<file path="src/hdl/tcid3_pkg.sv">
// package for the trace capability id 3 access block
package tcid3_pkg;
  localparam int unsigned TCID3_W = 64;
  // read instruction encoding
  localparam logic [1:0] TCID3_OP0 = 2'h2;
  localparam logic [2:0] TCID3_OP1 = 3'h1;
  localparam logic [3:0] TCID3_CRN = 4'h0;
  localparam logic [3:0] TCID3_CRM = 4'hb;
  localparam logic [2:0] TCID3_OP2 = 3'h7;
  // field positions
  localparam int unsigned TCID3_OVF_POS = 31;
  localparam int unsigned TCID3_NUMHI_POS = 28;
  localparam int unsigned TCID3_STALL_PERMITTED_FLAG_POS = 27;
  localparam int unsigned TCID3_STALL_CONTROL_FLAG_POS = 26;
  localparam int unsigned TCID3_SYNC_POS = 25;
  localparam int unsigned TCID3_ERR_POS = 24;
  localparam int unsigned TCID3_NS_POS = 20;
  localparam int unsigned TCID3_S_POS = 16;
  localparam int unsigned TCID3_NUMLO_POS = 12;
  localparam int unsigned TCID3_MIN_POS = 0;
  // field values
  localparam logic TCID3_OVF_VAL = 1'b0;
  localparam logic TCID3_STALL_PERMITTED_FLAG_VAL = 1'b1;
  localparam logic TCID3_STALL_CONTROL_FLAG_VAL = 1'b1;
  localparam logic TCID3_SYNC_VAL = 1'b0;
  localparam logic TCID3_ERR_VAL = 1'b1;
  localparam logic [2:0] TCID3_NS_VAL = 3'h7;
  localparam logic [3:0] TCID3_S_VAL = 4'hf;
  localparam logic [4:0] TCID3_TRACED_CORE_COUNT_VAL = 5'h00;
  localparam logic [11:0] TCID3_MIN_ONE = 12'h001;
  localparam logic [11:0] TCID3_MIN_ZERO = 12'h000;
  // trap syndrome class
  localparam logic [5:0] TCID3_EC_TRAP = 6'h18;
  // exception levels
  localparam logic [1:0] TCID3_EL0 = 2'h0;
  localparam logic [1:0] TCID3_EL1 = 2'h1;
  localparam logic [1:0] TCID3_EL2 = 2'h2;
  localparam logic [1:0] TCID3_EL3 = 2'h3;
  localparam logic [TCID3_W-1:0] TCID3_ZERO = 64'h0;
  typedef enum logic [3:0] {
    TCID3_RES_OK = 4'b0001,
    TCID3_RES_UNDEF = 4'b0010,
    TCID3_RES_TRAP = 4'b0100,
    TCID3_RES_NONE = 4'b1000
  } tcid3_res_t;
endpackage

</file>
<file path="src/hdl/tcid3_access.sv">
// trace capability id 3 register with system read access checks
`timescale 1ns/1ps
module tcid3_access
  import tcid3_pkg::*;
(
  input wire logic i_mclk,
  input wire logic i_rst,
  input wire logic i_rd_valid,
  input wire logic [1:0] i_op0,
  input wire logic [2:0] i_op1,
  input wire logic [3:0] i_crn,
  input wire logic [3:0] i_crm,
  input wire logic [2:0] i_op2,
  input wire logic [1:0] i_current_exception_level,
  input wire logic i_halted,
  input wire logic i_secure_debug_disable,
  input wire logic i_el1_trace_trap,
  input wire logic i_el2_trace_trap,
  input wire logic i_el3_trace_trap,
  input wire logic i_el2_enabled,
  input wire logic i_fine_grained_trap_enable,
  input wire logic i_trace_id_read_fine_trap,
  input wire logic i_cycle_count_trace_support,
  output logic o_rd_done,
  output logic [TCID3_W-1:0] o_rd_data,
  output logic o_undef,
  output logic o_trap,
  output logic [1:0] o_trap_el,
  output logic [5:0] o_trap_class
);
  logic [TCID3_W-1:0] value;
  tcid3_res_t res;
  logic [1:0] target;
  logic hit;
  logic ok;
  logic undef_w;
  logic trap_w;
  logic done_reg;
  logic undef_reg;
  logic trap_reg;
  logic [1:0] trap_el_reg;
  logic [5:0] trap_class_reg;
  logic [TCID3_W-1:0] data_reg;

  tcid3_value u_value (
    .i_cc_support(i_cycle_count_trace_support),
    .o_value(value)
  );

  tcid3_check u_check (
    .i_el(i_current_exception_level),
    .i_halted(i_halted),
    .i_sdd(i_secure_debug_disable),
    .i_el1_tta(i_el1_trace_trap),
    .i_el2_tta(i_el2_trace_trap),
    .i_el3_tta(i_el3_trace_trap),
    .i_el2_en(i_el2_enabled),
    .i_fgt_en(i_fine_grained_trap_enable),
    .i_fine_trap(i_trace_id_read_fine_trap),
    .o_res(res),
    .o_target(target)
  );

  // only the read encoding decodes; no write path exists
  assign hit = i_rd_valid && i_op0 == TCID3_OP0 && i_op1 == TCID3_OP1
    && i_crn == TCID3_CRN && i_crm == TCID3_CRM && i_op2 == TCID3_OP2;
  assign ok = hit && res == TCID3_RES_OK;
  assign undef_w = hit && res == TCID3_RES_UNDEF;
  assign trap_w = hit && res == TCID3_RES_TRAP;

  always_ff @(posedge i_mclk)
  begin
    if (i_rst)
    begin
      done_reg <= 1'b0;
      undef_reg <= 1'b0;
      trap_reg <= 1'b0;
      trap_el_reg <= TCID3_EL0;
      trap_class_reg <= 6'h00;
      data_reg <= TCID3_ZERO;
    end
    else
    begin
      done_reg <= hit;
      undef_reg <= undef_w;
      trap_reg <= trap_w;
      trap_el_reg <= trap_w ? target : TCID3_EL0;
      trap_class_reg <= trap_w ? TCID3_EC_TRAP : 6'h00;
      data_reg <= ok ? value : TCID3_ZERO;
    end
  end

  assign o_rd_done = done_reg;
  assign o_undef = undef_reg;
  assign o_trap = trap_reg;
  assign o_trap_el = trap_el_reg;
  assign o_trap_class = trap_class_reg;
  assign o_rd_data = data_reg;
endmodule

</file>
<file path="src/hdl/tcid3_check.sv">
// access check decision for a read
`timescale 1ns/1ps
module tcid3_check
  import tcid3_pkg::*;
(
  input wire logic [1:0] i_el,
  input wire logic i_halted,
  input wire logic i_sdd,
  input wire logic i_el1_tta,
  input wire logic i_el2_tta,
  input wire logic i_el3_tta,
  input wire logic i_el2_en,
  input wire logic i_fgt_en,
  input wire logic i_fine_trap,
  output tcid3_res_t o_res,
  output logic [1:0] o_target
);
  logic hsdd;
  assign hsdd = i_halted & i_sdd;
  always_comb
  begin
    o_res = TCID3_RES_OK;
    o_target = TCID3_EL1;
    case (i_el)
      TCID3_EL0: o_res = TCID3_RES_UNDEF;
      TCID3_EL1:
      begin
        if (hsdd && i_el3_tta)
          o_res = TCID3_RES_UNDEF;
        else if (i_el1_tta)
          o_res = TCID3_RES_TRAP;
        else if (i_el2_en && i_el2_tta)
        begin
          o_res = TCID3_RES_TRAP;
          o_target = TCID3_EL2;
        end
        else if (i_el2_en && i_fgt_en && i_fine_trap)
        begin
          o_res = TCID3_RES_TRAP;
          o_target = TCID3_EL2;
        end
        else if (i_el3_tta)
        begin
          o_res = hsdd ? TCID3_RES_UNDEF : TCID3_RES_TRAP;
          o_target = TCID3_EL3;
        end
      end
      TCID3_EL2:
      begin
        if (hsdd && i_el3_tta)
          o_res = TCID3_RES_UNDEF;
        else if (i_el2_tta)
        begin
          o_res = TCID3_RES_TRAP;
          o_target = TCID3_EL2;
        end
        else if (i_el3_tta)
        begin
          o_res = hsdd ? TCID3_RES_UNDEF : TCID3_RES_TRAP;
          o_target = TCID3_EL3;
        end
      end
      TCID3_EL3:
      begin
        if (i_el3_tta)
        begin
          o_res = TCID3_RES_TRAP;
          o_target = TCID3_EL3;
        end
      end
      default: o_res = TCID3_RES_UNDEF;
    endcase
  end
endmodule

</file>
<file path="src/hdl/tcid3_value.sv">
// builds the capability word, fixed apart from the minimum threshold field set by i_cc_support
`timescale 1ns/1ps
module tcid3_value
  import tcid3_pkg::*;
(
  input wire logic i_cc_support,
  output logic [TCID3_W-1:0] o_value
);
  logic [11:0] min_thr;
  assign min_thr = i_cc_support ? TCID3_MIN_ONE : TCID3_MIN_ZERO;
  always_comb
  begin
    o_value = TCID3_ZERO;
    o_value[TCID3_OVF_POS] = TCID3_OVF_VAL;
    o_value[TCID3_STALL_PERMITTED_FLAG_POS] = TCID3_STALL_PERMITTED_FLAG_VAL;
    o_value[TCID3_STALL_CONTROL_FLAG_POS] = TCID3_STALL_CONTROL_FLAG_VAL;
    o_value[TCID3_SYNC_POS] = TCID3_SYNC_VAL;
    o_value[TCID3_ERR_POS] = TCID3_ERR_VAL;
    o_value[TCID3_NS_POS +: 3] = TCID3_NS_VAL;
    o_value[TCID3_S_POS +: 4] = TCID3_S_VAL;
    o_value[TCID3_NUMLO_POS +: 2] = TCID3_TRACED_CORE_COUNT_VAL[1:0];
    o_value[TCID3_NUMHI_POS +: 3] = TCID3_TRACED_CORE_COUNT_VAL[4:2];
    o_value[TCID3_MIN_POS +: 12] = min_thr;
  end
endmodule

</file>
<file path="config.mk">
export PLATFORM = sky130hd
export DESIGN_NAME = tcid3_access
export DESIGN_NICKNAME = d
export VERILOG_FILES = /design/src/hdl/tcid3_pkg.sv /design/src/hdl/tcid3_access.sv /design/src/hdl/tcid3_check.sv /design/src/hdl/tcid3_value.sv
export SDC_FILE = /design/constraint.sdc
export NUM_CORES = 1
export LEC_CHECK = 0
export BUFFER_PORTS_ARGS = -buffer_cell sky130_fd_sc_hd__buf_2
export CORE_MARGIN = 4
export CORE_UTILIZATION = 33
export DETAILED_ROUTE_END_ITERATION = 10
export GPL_TIMING_DRIVEN = 1
export MAX_ROUTING_LAYER = met4
export PLACE_DENSITY = 0.88
export SLEW_MARGIN = 0
export SYNTH_ARGS = -nofsm -noshare
export SYNTH_HDL_FRONTEND = slang
export SYNTH_SLANG_ARGS = --single-unit
export TNS_END_PERCENT = 5
</file>
<file path="constraint.sdc">
create_clock -name i_mclk -period 1.69 [get_ports i_mclk]
set_clock_uncertainty 0.15 [all_clocks]
set_input_delay 0.169 -clock i_mclk [delete_from_list [all_inputs] [get_ports i_mclk]]
set_output_delay 0.169 -clock i_mclk [all_outputs]
set_load 0.02 [all_outputs]
</file>
==> flow_summary.json, run 1 <==
{
  "dp_cells": 174,
  "crit_path_end_kind": "flop",
  "hpwl_um": 1470,
  "num_rows": 18,
  "final_area_sq_um": 890,
  "antenna_found_initial": 0,
  "layout.cells.non_filler": 178,
  "grtUsageMet2_pct": 14.2,
  "core_sq_um": 2520,
  "die_y_um": 59.8,
  "port_buffers": 47,
  "slew_violations": 0,
  "ant_nets": 0,
  "startpoint": "i_op1[2]",
  "clk_pin_slew_worst_paths_ns": 0.06,
  "vias_per_cell": 3.68,
  "hold_viol": 0,
  "postCtsSetupBuffers": 0,
  "drt_first_iter_violations": 1,
  "wl_um": 1520,
  "whs_endpoint": "o_rd_data[0]",
  "hold_path.class": "input port to flop",
  "drc_errors": 0,
  "p_leak_nw": 0.561,
  "synth_area_per_cell_sq_um": 8.13,
  "status": "finished, final reports clean",
  "period_minus_slack_ns": 1.49,
  "clock_sinks": 7,
  "antenna_cells": 0,
  "ys_seq_area_share_pct": 15.8,
  "hold_start": "i_cycle_count_trace_support",
  "worst_setup_path_start_kind": "input port",
  "ys_warn_count": 0,
  "cts.htree.levels": 1,
  "busiest_layer": "met2",
  "yosysUniqueCellTypes": 29,
  "worst_slack_ns": 0.203,
  "maxCapViolCount": 0,
  "grt.overflow.total": 0,
  "cts_resized": 0,
  "cts_tree": "yes",
  "drive_above_1_share_pct": 37.8,
  "cp_data_required_time_ns": 1.70,
  "power.density_nw_per_um2": 560,
  "rsz0062_at_grt": "no",
  "fp.dieArea_sq_um": 3580,
  "clock_path_buffers": 2,
  "cts-root-buf": "clkbuf_4",
  "first_pass_iters": 2,
  "initial_utilization_pct": 35.1,
  "synthToLayoutAreaGrowth_pct": 0.424,
  "fmax_ghz": 0.672,
  "grt_pass1_vias": 517,
  "grtUsageMet1_pct": 6.45,
  "die_w_um": 59.8,
  "via_count": 655,
  "ios": 105,
  "worstPathMaxFanout": 5,
  "post_dp_cell_area_sq_um": 862,
  "synth_area_sq_um": 886,
  "num-nets-final": 179,
  "p_total_uw": 498,
  "synth_seq_cells": 7,
  "cts_buffers": 3,
  "holdPathStages": 2,
  "setup_viol": 0,
  "holdBufCountCts": 0,
  "grt_use_met3_pct": 1.30,
  "final_common_cell": "conb_1",
  "dp_slack_ns": -0.0690,
  "finalCritPeriodShare_pct": 88.0,
  "globalRouteTotalUtil_pct": 7.13,
  "worst_ir_drop_vdd_v": 0.000205,
  "mostFrequentLayoutCells": "57 x conb_1, 47 x buf_2, 7 x dfxtp_1",
  "wire_per_inst_um": 8.51,
  "critPathKind": "input port to flop",
  "cp_data_arrival_time_ns": 1.49,
  "grt_max_degree": 11,
  "gp_congestion": 0.680,
  "syn_inst": 109,
  "grt_pass1_wl_um": 1950
}
-- state kept, by name (all words and copies together), names as in the netlist --
register / count
o_rd_data: 2
o_trap_el: 2
o_rd_done: 1
o_trap_class: 1
o_undef: 1
-- stage by stage --
| stage | hold WS (ns) | util [%] | TNS [ns] |
|---|---|---|---|
| after floorplan | 0.190 | - | 0 |
| final | 0.0258 | 35.3 | 0 |
| after global routing | 0.0368 | 35.3 | 0 |
| after global placement | 0.279 | 34.2 | -0.0261 |
| after CTS | 0.0231 | 35.3 | 0 |
| after detailed placement | 0.279 | 34.2 | -0.0690 |
-- power by group --
group / leakage, nW / switching (mW) / internal, mW / total [mW]
clock network: 0.0177 / 0.0630 / 0.0865 / 0.149
logic: 0.487 / 0.144 / 0.0395 / 0.183
registers: 0.0563 / 0.000000207 / 0.165 / 0.165
-- worst max path at each step --
stage	end	slack (ns)
4_1_cts	o_trap_el[1]	0.19
3_5_place_dp	o_trap_el[1]	-0.07
2_1_floorplan	o_trap_el[1]	0.13
3_3_place_gp	o_trap_el[1]	-0.03
6_report	o_trap_el[1]	0.20
5_1_grt	o_trap_el[1]	0.12
-- final cells by class --
class | instances | area [sq um]
Fill cell | 277 | 1630
Inverter | 3 | 11.3
Tap cell | 30 | 37.5
Timing Repair Buffer | 48 | 243
Clock buffer | 3 | 22.5
Clock inverter | 1 | 5.00
Sequential cell | 7 | 140
Multi-Input combinational cell | 86 | 430
-- layer usage --
layer / part of all wire, % / up-vias
li1: - / 312
met1: 23 / 280
met2: 55 / 61
met3: 21 / 2
met4: 0.79 / 0
met5: 0 / -
-- cell usage after synthesis --
cell,count,area share (%)
a211oi_1,1,0.85
inv_2,1,0.42
a2bb2oi_1,1,0.99
nor3b_1,1,0.85
dfxtp_1,7,16
nor4bb_1,1,1.1
and3_1,1,0.71
a21oi_1,1,0.56
nand2b_1,1,0.71
nand4_1,1,0.71
buf_4,68,58
nand3_1,1,0.56
nand2_1,4,1.7
or2_2,1,0.71
inv_1,2,0.85
o2bb2ai_1,1,0.99
and4_1,1,0.99
o211ai_1,2,1.7
nor2_1,1,0.42
nand4bb_1,1,1.3
or4_4,1,1.3
nor3_1,1,0.56
o21a_1,1,0.85
a21o_1,3,2.5
nor4_1,1,0.71
a2111oi_4,1,3.1
o21ai_0,1,0.56
clkbuf_1,1,0.42
conb_1,1,0.42
-- worst max-delay path, cell delays in order --
cell	delay, ns
buf_2	0.10
nor4_1	0.27
nand2_1	0.10
or4_4	0.54
a2111oi_4	0.32
-- cell families after synthesis --
family          Yosys count  synth area share (%)
compound gates           12                  12.1
buf+inv                  72                  59.3
flops                     7                  15.8
other cells               1                 0.423
simple gates             17                  12.3
(Power assumes the default switching activity.)
==> inputs of run 2 (changes only) <==
--- a/config.mk
+++ b/config.mk
@@ -12,6 +12,7 @@
 export GPL_TIMING_DRIVEN = 1
 export MAX_ROUTING_LAYER = met4
 export PLACE_DENSITY = 0.88
+export SETUP_SLACK_MARGIN = 0.2
 export SLEW_MARGIN = 0
 export SYNTH_ARGS = -nofsm -noshare
 export SYNTH_HDL_FRONTEND = slang
==> constraint.sdc (replaced) <==
create_clock -name i_mclk -period 1.46 [get_ports i_mclk]
set_clock_uncertainty 0.15 [all_clocks]
set_input_delay 0.146 -clock i_mclk [delete_from_list [all_inputs] [get_ports i_mclk]]
set_output_delay 0.146 -clock i_mclk [all_outputs]
set_load 0.02 [all_outputs]
==> run 2 against run 1 <==
Global-route usage is 1.4 points higher; routed wire length is 11% higher; clock-buffer cell count is the same; largest cell class unchanged; clock power up 17%.
==> flow_summary.json, run 2 (synthesized netlist as in run 1, its figures left out) <==
{
  "wire_per_inst_um": 9.27,
  "worst_slack_ns": 0.151,
  "cts-root-buf": "clkbuf_4",
  "drc_errors": 0,
  "core_sq_um": 2520,
  "holdPathStages": 5,
  "clk_pin_slew_worst_paths_ns": 0.05,
  "antenna_cells": 0,
  "cp_data_arrival_time_ns": 1.35,
  "port_buffers": 47,
  "swShare_pct": 41.6,
  "fp.dieArea_sq_um": 3580,
  "multi_input_area_sq_um": 457,
  "grt_pass1_wl_um": 2100,
  "ios": 105,
  "fmax_ghz": 0.764,
  "relSlewSlack_pct": 66.5,
  "slowest_delay_ns": 0.54,
  "cp_num_buf_inv": 2,
  "p_leak_nw": 0.590,
  "whs_endpoint": "o_trap_el[1]",
  "hpwl_um": 1560,
  "hold_path.class": "input port to flop",
  "antenna_found_initial": 0,
  "grt_max_degree": 11,
  "crit_chain": "buf_6 -> nor4bb_4 -> nand2_1 -> or4_4 -> inv_2 -> and4_1",
  "num-nets-final": 182,
  "p_switching_uw": 247,
  "globalRouteTotalUtil_pct": 8.53,
  "drive_above_1_share_pct": 40.4,
  "ant_nets": 0,
  "pwr-share-comb_pct": 38.4,
  "finalCritPeriodShare_pct": 89.7,
  "power.density_nw_per_um2": 623,
  "clock_sinks": 7,
  "die_w_um": 59.8,
  "regArea_sq_um": 140,
  "clkPwrFrac_pct": 29.4,
  "dp_slack_ns": -0.208,
  "cts_buffers": 3,
  "first_pass_iters": 2,
  "final_common_cell": "conb_1",
  "seq_power_share_pct": 32.2,
  "cts_tree": "yes",
  "tightestPinTransition_ns": 0.502,
  "crit_slowest_cell": "or4_4",
  "period_minus_slack_ns": 1.31,
  "gp_congestion": 0.746,
  "num_rows": 18,
  "worst_setup_path_start_kind": "input port",
  "drt_first_iter_violations": 4,
  "crit_family": "simple AND/OR/NAND/NOR gates",
  "crit_path_end_kind": "flop",
  "worstPathMaxFanout": 5,
  "p_int_uw": 347,
  "nFillCells": 275,
  "hold_start": "i_rst",
  "status": "finished, final reports clean",
  "maxCapViolCount": 0,
  "worst_ir_drop_vdd_v": 0.000245,
  "mostFrequentLayoutCells": "57 x conb_1, 45 x buf_2, 7 x dfxtp_1",
  "cp_data_required_time_ns": 1.50,
  "p_total_uw": 594,
  "wl_um": 1680,
  "rsz0062_at_grt": "yes",
  "vias_per_cell": 3.60,
  "critPathKind": "input port to flop",
  "slew_violations": 0,
  "die_y_um": 59.8,
  "synthToLayoutAreaGrowth_pct": 7.63,
  "hold_viol": 0,
  "via_count": 651,
  "setup_viol": 0,
  "cts.htree.levels": 1,
  "initial_utilization_pct": 35.1,
  "grt.overflow.total": 0,
  "grt_pass1_vias": 501,
  "clock_path_buffers": 2
}
==> run 2: changes by cell type in the layout (fill, tap and decap cells not counted), sizes merged <==
cell / delta
dlygate4sd3: +1
buf: +2
==> run 2: worst max path at each step <==
stage	to	cells after the start	startpoint	slack (ns)
after floorplan	o_trap_el[1]	4	i_crm[2]	0.02
after global placement	o_trap_class[3]	5	i_crm[2]	-0.20
after detailed placement	o_trap_el[0]	5	i_crm[2]	-0.21
after CTS	o_rd_data[0]	6	i_crn[2]	0.14
after global routing	o_trap_el[1]	5	i_op1[2]	0.08
final	o_rd_data[0]	6	i_crn[2]	0.15
==> run 2: tightest hold or removal path, cell delays in order <==
cell and delay, ns:
buf_2 0.08, nor4_2 0.03, nand2_1 0.04, or4_4 0.16, a2111oi_4 0.04
==> run 2: cell type report <==
cell class / instances / area share [%]
inverter: 3 / 1.18
timing repair buffer: 51 / 29.4
clock inverter: 1 / 0.525
clock buffer: 3 / 2.36
tap: 30 / 3.94
multi-input combinational: 86 / 47.9
sequential: 7 / 14.7
==> run 2: per-stage QoR <==
step | instance area (sq um) | hold slack, ns | TNS [ns] | instances | util, %
after floorplan | 1100 | 0.170 | 0 | 165 | -
after global placement | 876 | 0.264 | -1.01 | 175 | 34.7
after detailed placement | 876 | 0.269 | -1.10 | 175 | 34.7
after CTS | 953 | 0.136 | 0 | 181 | 37.8
after global routing | 953 | 0.154 | 0 | 181 | 37.8
final | 953 | 0.146 | 0 | 181 | 37.8
==> run 2: power groups by stage <==
| stage | clock [mW] | combinational [mW] | sequential, mW |
|---|---|---|---|
| floorplan | 0 | 0.279 | 0.195 |
| global placement | 0 | 0.210 | 0.195 |
| detailed placement | 0 | 0.213 | 0.195 |
| CTS | 0.188 | 0.225 | 0.191 |
| global route | 0.200 | 0.246 | 0.191 |
| finish | 0.175 | 0.228 | 0.191 |
==> run 2: per-layer routing <==
layer / part of all wire (%) / up-vias / track usage (%)
met5: 0 / - / -
met4: 1.3 / 0 / 5.70
met3: 19 / 2 / 3.89
met2: 54 / 58 / 14.5
met1: 26 / 274 / 7.46
li1: - / 317 / -
==> run 2: what timing repair did <==
action / 4_1_cts / 5_1_grt
hold buffers: 1 / 0
pin swaps: 3 / 0
setup buffers: 1 / 0
endpoints found under the setup margin: 6 / 16
hold endpoints to repair: 1 / 0
gates resized for setup: 5 / 0
